$ cat config.mk
export PLATFORM = sky130hd
export DESIGN_NAME = mgbr_regs
export DESIGN_NICKNAME = d
export VERILOG_FILES = /design/src/inc/mgbr_pkg.sv /design/src/inc/mgbr_tone_if.sv /design/src/rtl/mgbr_tone_gen.sv /design/src/rtl/mgbr_regs.sv
export SDC_FILE = /design/constraint.sdc
export NUM_CORES = 1
export LEC_CHECK = 0
export BUFFER_PORTS_ARGS = -buffer_cell sky130_fd_sc_hd__buf_2
export CAP_MARGIN = 40
export CELL_PAD_IN_SITES_DETAIL_PLACEMENT = 0
export CELL_PAD_IN_SITES_GLOBAL_PLACEMENT = 1
export CORE_ASPECT_RATIO = 1.25
export CORE_MARGIN = 2
export CORE_UTILIZATION = 29
export DETAILED_ROUTE_END_ITERATION = 10
export PLACE_DENSITY_LB_ADDON = 0.3
export SLEW_MARGIN = 15
export SYNTH_ARGS = -nofsm -noshare
export SYNTH_HDL_FRONTEND = slang
export SYNTH_HIERARCHICAL = 1
export SYNTH_SLANG_ARGS = --single-unit
$ cat constraint.sdc
create_clock -name ref_clk -period 6.1 [get_ports ref_clk]
set_input_delay 0.61 -clock ref_clk [delete_from_list [all_inputs] [get_ports ref_clk]]
set_output_delay 0.61 -clock ref_clk [all_outputs]
set_load 0.05 [all_outputs]
$ cat src/inc/mgbr_pkg.sv
// mixer gain and beep register bank: shared constants and types
// Contract
// - beep gain code steps 3.0 dB attenuation each, 0 dB to 45 dB.
// - tone toggles every 2*divisor base-rate ticks; zero divisor stops the tone.
// - generated tone is a square wave at the programmed frequency.
// - beep source select 0 takes internal tone, 1 takes analog beep input.
// - while reset is held, only the beep_reset_bypass flag is raised; beep_active reads low.
// - beep mute bit silences beep of either source; resets to one.
// - phone gain code: +12 dB at zero, -1.5 dB per code, code 8 is 0 dB.
// - stereo input gain codes decode +12 dB down 1.5 dB per code to -34.5.
// - input gains touch mixer path only, never the record converter gain.
// - boost off gives 0 dB; on gives 20 dB, as the select field has no bit and reads 00.
// - front converter register sets that output's mixer gain and mute.
// - record source chosen per channel by 3-bit fields; register resets to zero.
// - left record code 000 is microphone selector, 001 is compact disc left.
package mgbr_pkg;

  // ----------------------------------------------------------------
  // register indices (16-bit register space)
  // ----------------------------------------------------------------
  localparam logic [6:0] MGBR_OFS_BEEP = 7'h0A;
  localparam logic [6:0] MGBR_OFS_PHONE = 7'h0C;
  localparam logic [6:0] MGBR_OFS_MIC = 7'h0E;
  localparam logic [6:0] MGBR_OFS_LINE = 7'h10;
  localparam logic [6:0] MGBR_OFS_CD = 7'h12;
  localparam logic [6:0] MGBR_OFS_AUX = 7'h16;
  localparam logic [6:0] MGBR_OFS_FRONT = 7'h18;
  localparam logic [6:0] MGBR_OFS_RECSEL = 7'h1A;

  // ----------------------------------------------------------------
  // reset values and writable-bit masks
  // ----------------------------------------------------------------
  localparam logic [15:0] MGBR_RST_BEEP = 16'h8000;
  localparam logic [15:0] MGBR_RST_PHONE = 16'h8008;
  localparam logic [15:0] MGBR_RST_STEREO = 16'h8888;
  localparam logic [15:0] MGBR_RST_RECSEL = 16'h0000;
  localparam logic [15:0] MGBR_MSK_BEEP = 16'hDFFE;
  localparam logic [15:0] MGBR_MSK_PHONE = 16'h801F;
  localparam logic [15:0] MGBR_MSK_STEREO = 16'h9F9F;
  localparam logic [15:0] MGBR_MSK_MIC = 16'h9FDF;
  localparam logic [15:0] MGBR_MSK_RECSEL = 16'h0707;

  // ----------------------------------------------------------------
  // field positions
  // ----------------------------------------------------------------
  localparam int MGBR_BIT_MUTE_L = 15;
  localparam int MGBR_BIT_BEEP_SRC = 14;
  localparam int MGBR_POS_DIV = 5;
  localparam int MGBR_POS_BEEP_GAIN = 1;
  localparam int MGBR_POS_GAIN_L = 8;
  localparam int MGBR_BIT_MUTE_R = 7;
  localparam int MGBR_BIT_BOOST_EN = 6;
  localparam int MGBR_POS_REC_L = 8;

  // ----------------------------------------------------------------
  // tone timing: base-rate tick 48 kHz from 200 MHz clock
  // ----------------------------------------------------------------
  localparam int MGBR_CLK_HZ = 200000000;
  localparam int MGBR_BASE_HZ = 48000;
  localparam int MGBR_TICK_CYC = MGBR_CLK_HZ / MGBR_BASE_HZ;
  localparam int MGBR_DIV_MULT = 4;
  localparam logic [15:0] MGBR_BOOST_DB_20 = 16'h0014;
  localparam logic [15:0] MGBR_BOOST_DB_10 = 16'h000A;
  localparam int MGBR_NUM_STEREO = 5;

  typedef enum logic [1:0] {MGBR_BOOST_20, MGBR_BOOST_10, MGBR_BOOST_RSV2, MGBR_BOOST_RSV3}
    mgbr_boost_t;

endpackage

$ cat src/inc/mgbr_tone_if.sv
// carrier between register bank and tone generator
`timescale 1ns/10ps
interface mgbr_tone_if;
  logic [7:0] divisor;
  logic tone;
  logic running;
  modport ctrl (output divisor, input tone, input running);
  modport gen (input divisor, output tone, output running);
endinterface

$ cat src/rtl/mgbr_tone_gen.sv
// square-wave beep tone generator
`timescale 1ns/10ps
module mgbr_tone_gen
  import mgbr_pkg::*;
(
  input wire logic ref_clk,
  input wire logic srst,
  mgbr_tone_if.gen tif
);

  typedef struct packed {
    logic [12:0] tick_cnt;
    logic [9:0] half_cnt;
    logic tone;
  } mgbr_tone_st_t;

  mgbr_tone_st_t st_r;
  mgbr_tone_st_t st_nxt;

  always_comb
  begin
    st_nxt = st_r;
    if (tif.divisor == 8'h00)
    begin
      // zero divisor parks the generator low
      st_nxt = '0;
    end
    else if (st_r.tick_cnt == 13'(MGBR_TICK_CYC - 1))
    begin
      st_nxt.tick_cnt = '0;
      // half period of 2*divisor ticks: full period is 4*divisor ticks
      if (st_r.half_cnt >= {1'b0, tif.divisor, 1'b0} - 10'h001)
      begin
        st_nxt.half_cnt = '0;
        st_nxt.tone = ~st_r.tone;
      end
      else
      begin
        st_nxt.half_cnt = st_r.half_cnt + 10'h001;
      end
    end
    else
    begin
      st_nxt.tick_cnt = st_r.tick_cnt + 13'h0001;
    end
  end

  always_ff @(posedge ref_clk)
  begin
    if (srst)
      st_r <= '0;
    else
      st_r <= st_nxt;
  end

  assign tif.tone = st_r.tone;
  assign tif.running = (tif.divisor != 8'h00);

endmodule

$ cat src/rtl/mgbr_regs.sv
// mixer gain and beep register bank with beep routing
`timescale 1ns/10ps
module mgbr_regs
  import mgbr_pkg::*;
(
  input wire logic ref_clk,
  input wire logic srst,
  input wire logic reg_wr,
  input wire logic reg_rd,
  input wire logic [6:0] reg_addr,
  input wire logic [15:0] reg_wdata,
  output logic [15:0] reg_rdata,
  output logic reg_rvalid,
  input wire logic analog_beep_input,
  output logic beep_active,
  output logic beep_reset_bypass,
  output logic [3:0] beep_atten_code,
  output logic phone_mute,
  output logic [4:0] phone_gain_code,
  output logic [MGBR_NUM_STEREO-1:0] left_channel_mute,
  output logic [MGBR_NUM_STEREO-1:0] right_channel_mute,
  output logic [MGBR_NUM_STEREO*5-1:0] left_gain_code,
  output logic [MGBR_NUM_STEREO*5-1:0] right_gain_code,
  output logic [15:0] mic_boost_db,
  output logic [2:0] left_record_source,
  output logic [2:0] right_record_source
);

  // ----------------------------------------------------------------
  // state
  // ----------------------------------------------------------------
  // stereo index: 0 mic, 1 line, 2 cd, 3 aux, 4 front converter
  typedef struct packed {
    logic [15:0] beep;
    logic [15:0] phone;
    logic [MGBR_NUM_STEREO-1:0][15:0] stereo;
    logic [15:0] recsel;
    logic [15:0] rdata;
    logic rvalid;
    logic beep_active;
    logic beep_bypass;
    logic [3:0] beep_atten;
    logic [15:0] boost_db;
  } mgbr_state_t;

  mgbr_state_t st_r;
  mgbr_state_t st_nxt;

  mgbr_tone_if tif ();

  mgbr_tone_gen i_mgbr_tone_gen (
    .ref_clk(ref_clk),
    .srst(srst),
    .tif(tif)
  );

  assign tif.divisor = st_r.beep[MGBR_POS_DIV +: 8];

  // stereo entry of each gain register
  localparam int MGBR_IDX_MIC = 0;
  localparam int MGBR_IDX_LINE = 1;
  localparam int MGBR_IDX_CD = 2;
  localparam int MGBR_IDX_AUX = 3;
  localparam int MGBR_IDX_FRONT = 4;

  // ----------------------------------------------------------------
  // per-channel output fields
  // ----------------------------------------------------------------
  genvar gi;
  generate
    for (gi = 0; gi < MGBR_NUM_STEREO; gi++)
    begin : g_stereo
      // independent left and right mutes, gain decoded downstream
      assign left_channel_mute[gi] = st_r.stereo[gi][MGBR_BIT_MUTE_L];
      assign right_channel_mute[gi] = st_r.stereo[gi][MGBR_BIT_MUTE_R];
      assign left_gain_code[gi*5 +: 5] = st_r.stereo[gi][MGBR_POS_GAIN_L +: 5];
      assign right_gain_code[gi*5 +: 5] = st_r.stereo[gi][4:0];
    end
  endgenerate

  // ----------------------------------------------------------------
  // next state
  // ----------------------------------------------------------------
  logic beep_sig;
  mgbr_boost_t boost_sel;

  always_comb
  begin
    st_nxt = st_r;
    st_nxt.rvalid = 1'b0;
    beep_sig = 1'b0;
    // the boost gain select field has no bit in this bank, so it reads as 00
    boost_sel = MGBR_BOOST_20;

    // ----------------------------------------------------------------
    // write decode: reserved bits are masked off on every write
    // ----------------------------------------------------------------
    if (reg_wr)
    begin
      case (reg_addr)
        MGBR_OFS_BEEP:
        begin
          st_nxt.beep = reg_wdata & MGBR_MSK_BEEP;
        end
        MGBR_OFS_PHONE:
        begin
          st_nxt.phone = reg_wdata & MGBR_MSK_PHONE;
        end
        MGBR_OFS_MIC:
        begin
          // boost enable is the one extra writable bit of the microphone pair
          st_nxt.stereo[MGBR_IDX_MIC] = reg_wdata & MGBR_MSK_MIC;
        end
        MGBR_OFS_LINE:
        begin
          st_nxt.stereo[MGBR_IDX_LINE] = reg_wdata & MGBR_MSK_STEREO;
        end
        MGBR_OFS_CD:
        begin
          st_nxt.stereo[MGBR_IDX_CD] = reg_wdata & MGBR_MSK_STEREO;
        end
        MGBR_OFS_AUX:
        begin
          st_nxt.stereo[MGBR_IDX_AUX] = reg_wdata & MGBR_MSK_STEREO;
        end
        MGBR_OFS_FRONT:
        begin
          st_nxt.stereo[MGBR_IDX_FRONT] = reg_wdata & MGBR_MSK_STEREO;
        end
        MGBR_OFS_RECSEL:
        begin
          st_nxt.recsel = reg_wdata & MGBR_MSK_RECSEL;
        end
        default:
        begin
          // unmapped index: the write is dropped and no field moves
        end
      endcase
    end

    // ----------------------------------------------------------------
    // read mux: a read in the same cycle as a write returns the old word
    // ----------------------------------------------------------------
    if (reg_rd)
    begin
      st_nxt.rvalid = 1'b1;
      case (reg_addr)
        MGBR_OFS_BEEP:
        begin
          st_nxt.rdata = st_r.beep;
        end
        MGBR_OFS_PHONE:
        begin
          st_nxt.rdata = st_r.phone;
        end
        MGBR_OFS_MIC:
        begin
          st_nxt.rdata = st_r.stereo[MGBR_IDX_MIC];
        end
        MGBR_OFS_LINE:
        begin
          st_nxt.rdata = st_r.stereo[MGBR_IDX_LINE];
        end
        MGBR_OFS_CD:
        begin
          st_nxt.rdata = st_r.stereo[MGBR_IDX_CD];
        end
        MGBR_OFS_AUX:
        begin
          st_nxt.rdata = st_r.stereo[MGBR_IDX_AUX];
        end
        MGBR_OFS_FRONT:
        begin
          st_nxt.rdata = st_r.stereo[MGBR_IDX_FRONT];
        end
        MGBR_OFS_RECSEL:
        begin
          st_nxt.rdata = st_r.recsel;
        end
        default:
        begin
          st_nxt.rdata = 16'h0000;
        end
      endcase
    end

    // ----------------------------------------------------------------
    // beep routing
    // ----------------------------------------------------------------
    if (st_r.beep[MGBR_BIT_BEEP_SRC])
    begin
      beep_sig = analog_beep_input;
    end
    else
    begin
      // a parked generator reads as silence, whatever its last level was
      beep_sig = tif.running & tif.tone;
    end
    st_nxt.beep_active = beep_sig & ~st_r.beep[MGBR_BIT_MUTE_L];
    // only the reset branch raises the bypass flag
    st_nxt.beep_bypass = 1'b0;
    st_nxt.beep_atten = st_r.beep[MGBR_POS_BEEP_GAIN +: 4];

    // ----------------------------------------------------------------
    // microphone boost, shared by both channels
    // ----------------------------------------------------------------
    st_nxt.boost_db = 16'h0000;
    if (st_r.stereo[MGBR_IDX_MIC][MGBR_BIT_BOOST_EN])
    begin
      case (boost_sel)
        MGBR_BOOST_20:
        begin
          st_nxt.boost_db = MGBR_BOOST_DB_20;
        end
        MGBR_BOOST_10:
        begin
          st_nxt.boost_db = MGBR_BOOST_DB_10;
        end
        default:
        begin
          st_nxt.boost_db = MGBR_BOOST_DB_20;
        end
      endcase
    end
  end

  // ----------------------------------------------------------------
  // registers
  // ----------------------------------------------------------------
  always_ff @(posedge ref_clk)
  begin
    if (srst)
    begin
      st_r <= '0;
      st_r.beep <= MGBR_RST_BEEP;
      st_r.phone <= MGBR_RST_PHONE;
      for (int i = 0; i < MGBR_NUM_STEREO; i++)
        st_r.stereo[i] <= MGBR_RST_STEREO;
      st_r.recsel <= MGBR_RST_RECSEL;
      // during reset only the bypass flag is raised; the analog pin is not routed here
      st_r.beep_bypass <= 1'b1;
    end
    else
    begin
      st_r <= st_nxt;
    end
  end

  // ----------------------------------------------------------------
  // outputs
  // ----------------------------------------------------------------
  assign reg_rdata = st_r.rdata;
  assign reg_rvalid = st_r.rvalid;
  assign beep_active = st_r.beep_active;
  assign beep_reset_bypass = st_r.beep_bypass;
  assign beep_atten_code = st_r.beep_atten;
  // phone code 8 is unity; this path feeds the mixer only, record gain lives elsewhere
  assign phone_mute = st_r.phone[MGBR_BIT_MUTE_L];
  assign phone_gain_code = st_r.phone[4:0];
  assign mic_boost_db = st_r.boost_db;
  // left code 000 is the microphone selector, 001 the compact disc left side
  assign left_record_source = st_r.recsel[MGBR_POS_REC_L +: 3];
  assign right_record_source = st_r.recsel[2:0];

endmodule

==> impl_metrics.json <==
{
  "outcome": "completed",
  "final_antenna_net_count": 0,
  "die-area_um2": 25300,
  "core-area_um2": 23600,
  "routedWlPerCell_um": 18.6,
  "synth_cell_types": 63,
  "root_buffer": "clkbuf_16",
  "ir_drop_uv": 202,
  "maxSlewViolCount": 0,
  "grt_antenna_before_repair": 0,
  "wl_met3_um": 948,
  "die_x_um": 143,
  "ioPinCount": 139,
  "cts_setup_buffers": 0,
  "crit_arrival_ns": 3.36,
  "yosysSeqAreaShare_pct": 38.5,
  "track_usage_pct": 16.5,
  "cts_tree": "done",
  "syn2layout_area_growth_pct": 9.70,
  "post-route-period-util_pct": 50.0,
  "final.setup.tns_ns": 0,
  "critPathTopFamily": "compound AO/OA/AOI/OAI gates",
  "min_from": "reg_rdata[15]$_SDFFE_PP0P_",
  "drt-met1-wl_um": 9780,
  "overflow": 0,
  "fillers": 2520,
  "place.gp.congestion": 0.767,
  "yosysWarnings": 6,
  "yosys.area.top_type": "dfxtp_1",
  "crit_chain": "nor2_1 > nand3_1 > nor4_1 > xnor2_1 > ha_1 > nand2_1 > o211a_1 > a211oi_2 > mux2_2",
  "cts_resized": 0,
  "fin_util_pct": 32.3,
  "ctsLongestPathBuffers": 2,
  "vias": 5534,
  "clock-sinks": 134,
  "crit_fanout": 11,
  "routed_wl_um": 20800,
  "initial_core_util_pct": 29.4,
  "whs_path_depth": 2,
  "r2r-end": "i_mgbr_tone_gen/tif.tone$_SDFFE_PP0P_",
  "ys_async_sr_fraction_pct": 0,
  "r2r_setup_slack_ns": 3.05,
  "htreeDepth": 4,
  "crit_type": "reg2reg",
  "synth_flop_cell": "dfxtp_1",
  "tightest_slew_ns": 0.866,
  "dp_hpwl_um": 14900,
  "hold_path_class": "reg2reg",
  "hold_buffers": 0,
  "crit_path_start_kind": "flip-flop",
  "drc_errors": 0,
  "crit_buf_inv": 0,
  "first_global_vias": 5351,
  "path_clk_slew_ns": 0.06,
  "crit_start": "st_r[158]$_SDFFE_PP0P_",
  "p_per_area_nw_per_um2": 267,
  "hold_viol_final": 0,
  "ys_top_cells_by_area": "dfxtp_1 39%, buf_4 12%, mux2i_1 6.2%",
  "synth_seq_cells": 134,
  "clkLatencyLatePin_ns": 0.42,
  "seq_area_um2": 2680,
  "maxCapViolCount": 0,
  "numCtsBuffers": 17,
  "rsz0062_at_grt": "false",
  "grt_pass1_wl_um": 31600,
  "dieHeight_um": 177,
  "nNetsFinal": 856,
  "rr_worst_depth": 9,
  "period_minus_slack_ns": 3.05,
  "fmax_mhz": 328,
  "finalSetupViolCount": 0,
  "critPathSlowestCell": "a211oi_2",
  "synth_edf_count": 0,
  "regToRegStartpoint": "st_r[158]$_SDFFE_PP0P_",
  "max_stage_delay_ns": 0.74,
  "clock_skew_ns": 0.00887,
  "end_kind": "flip-flop",
  "port_buffers": 122,
  "multiInputGateArea_um2": 3290,
  "drt_iter0_drc": 366,
  "synth.avg_cell_area_um2": 8.64,
  "p_leak_nw": 3.11,
  "drt-pass1-iter-count": 5,
  "grt_max_degree": 67,
  "min_to": "reg_rdata[15]$_SDFFE_PP0P_",
  "fp-row-count": 63,
  "synthesis.area_um2": 6960,
  "max_slew_margin_pct": 41.4,
  "drive_above_1_share_pct": 22.2,
  "n_antenna_cell": 0,
  "worstPathRequired_ns": 6.41,
  "dr.max_layer_used": "met4",
  "synthCells": 806,
  "vias_per_cell": 4.94,
  "wl_met2_um": 9900,
  "yosysTopAreaCellShare_pct": 38.5
}
-- stage by stage --
step	setup slack (ns)	power (mW)	cells	instance area, µm²	hold slack (ns)
detailed placement	2.91	1.01	1088	7040	0.438
CTS	3.05	2.06	1120	7640	0.450
finish	3.05	2.04	1120	7640	0.446
floorplan	3.77	0.980	820	7020	0.424
global route	2.83	2.11	1120	7640	0.455
global placement	2.92	1.01	1087	7030	0.434
-- worst register-to-register path, cell delays in order, from the launching register on --
cell and delay (ns):
dfxtp_1 0.36, nor2_1 0.32, nand3_1 0.17, nor4_1 0.24, xnor2_1 0.11, ha_1 0.30, nand2_1 0.07, o211a_1 0.23
a211oi_2 0.74, mux2_2 0.41
-- placed cells by master, fill, tap and decap left out, types with 15 or more instances in the layout --
| cell type | synthesis | final |
|---|---|---|
| nand2_1 | 84 | 84 |
| buf_2 | 12 | 122 |
| dfxtp_1 | 134 | 134 |
| a21oi_1 | 54 | 54 |
| nand3_1 | 72 | 72 |
| nor2_1 | 53 | 53 |
| mux2i_1 | 43 | 43 |
| o21ai_0 | 17 | 17 |
| clkbuf_16 | 0 | 17 |
| nand3b_1 | 18 | 18 |
| conb_1 | 1 | 15 |
-- layer usage --
metal / vias to the layer above / track usage (%)
li1: 2717 / -
met2: 143 / 27.2
met5: - / 0
met4: 0 / 4.17
met1: 2661 / 21.6
met3: 13 / 3.98
-- flip-flops by register name, summed over array words and instances, names as in the netlist --
| register | flops |
|---|---|
| left_gain_code | 25 |
| right_gain_code | 25 |
| i_mgbr_tone_gen/st_r | 23 |
| reg_rdata | 15 |
| st_r | 11 |
| left_channel_mute | 5 |
| phone_gain_code | 5 |
| right_channel_mute | 5 |
| beep_atten_code | 4 |
| st_nxt | 4 |
| left_record_source | 3 |
| right_record_source | 3 |
| beep_active | 1 |
| beep_reset_bypass | 1 |
| i_mgbr_tone_gen/tif.tone | 1 |
| mic_boost_db | 1 |
| phone_mute | 1 |
| reg_rvalid | 1 |
-- layout make-up --
class	count	area share (%)
clock buffers	19	5.80
inverters	12	0.590
flip-flops and latches	134	35.1
repair buffers	128	8.58
well taps	292	4.78
clock inverters	13	2.05
multi-input cells	522	43.1
-- report_power, final --
part / switching (mW) / internal (mW) / leakage [nW] / total [mW]
sequential: 0.00175 / 0.878 / 1.08 / 0.879
combinational: 0.0884 / 0.0228 / 1.74 / 0.111
clock: 0.400 / 0.651 / 0.292 / 1.05
-- cells by family (layout without fill, tap and decap cells) --
group           after synthesis  after routing  synth area share (%)
simple gates                300            300                  22.6
compound gates              125            125                  11.6
flops                       134            134                  38.5
mux                          49             49                  7.31
xor+xnor                     20             20                  2.52
other cells                   1             15                0.0539
fa+ha+maj                    13             13                  2.34
buf+inv                     164            172                  15.0
-- Yosys cell counts (3+ instances only) --
library cell / n
dfxtp_1: 134
buf_4: 109
nand2_1: 84
nand3_1: 72
a21oi_1: 54
nor2_1: 53
mux2i_1: 43
clkbuf_1: 27
nand3b_1: 18
o21ai_0: 17
xnor2_1: 14
ha_1: 13
and3_1: 12
buf_2: 12
inv_1: 12
nor3_1: 11
a221oi_1: 10
nand4_1: 10
a211o_1: 8
a211oi_1: 8
nor2b_1: 8
xor2_1: 6
mux2_2: 5
o2bb2ai_1: 5
a22oi_1: 4
o22ai_1: 4
a32o_1: 3
and2_1: 3
buf_1: 3
nand2b_1: 3
or3_1: 3
-- worst max path at each step --
stage / end / slack [ns] / cells past startpoint
after floorplan: i_mgbr_tone_gen/tif.tone$_SDFFE_PP0P_ / 3.77 / 9
after global placement: phone_gain_code[1]$_SDFFE_PP0P_ / 2.92 / 6
after detailed placement: reg_rdata[2]$_SDFFE_PP0P_ / 2.91 / 6
after CTS: i_mgbr_tone_gen/tif.tone$_SDFFE_PP0P_ / 3.05 / 9
after global routing: i_mgbr_tone_gen/tif.tone$_SDFFE_PP0P_ / 2.83 / 9
final: i_mgbr_tone_gen/tif.tone$_SDFFE_PP0P_ / 3.05 / 9
(Power assumes the default switching activity.)
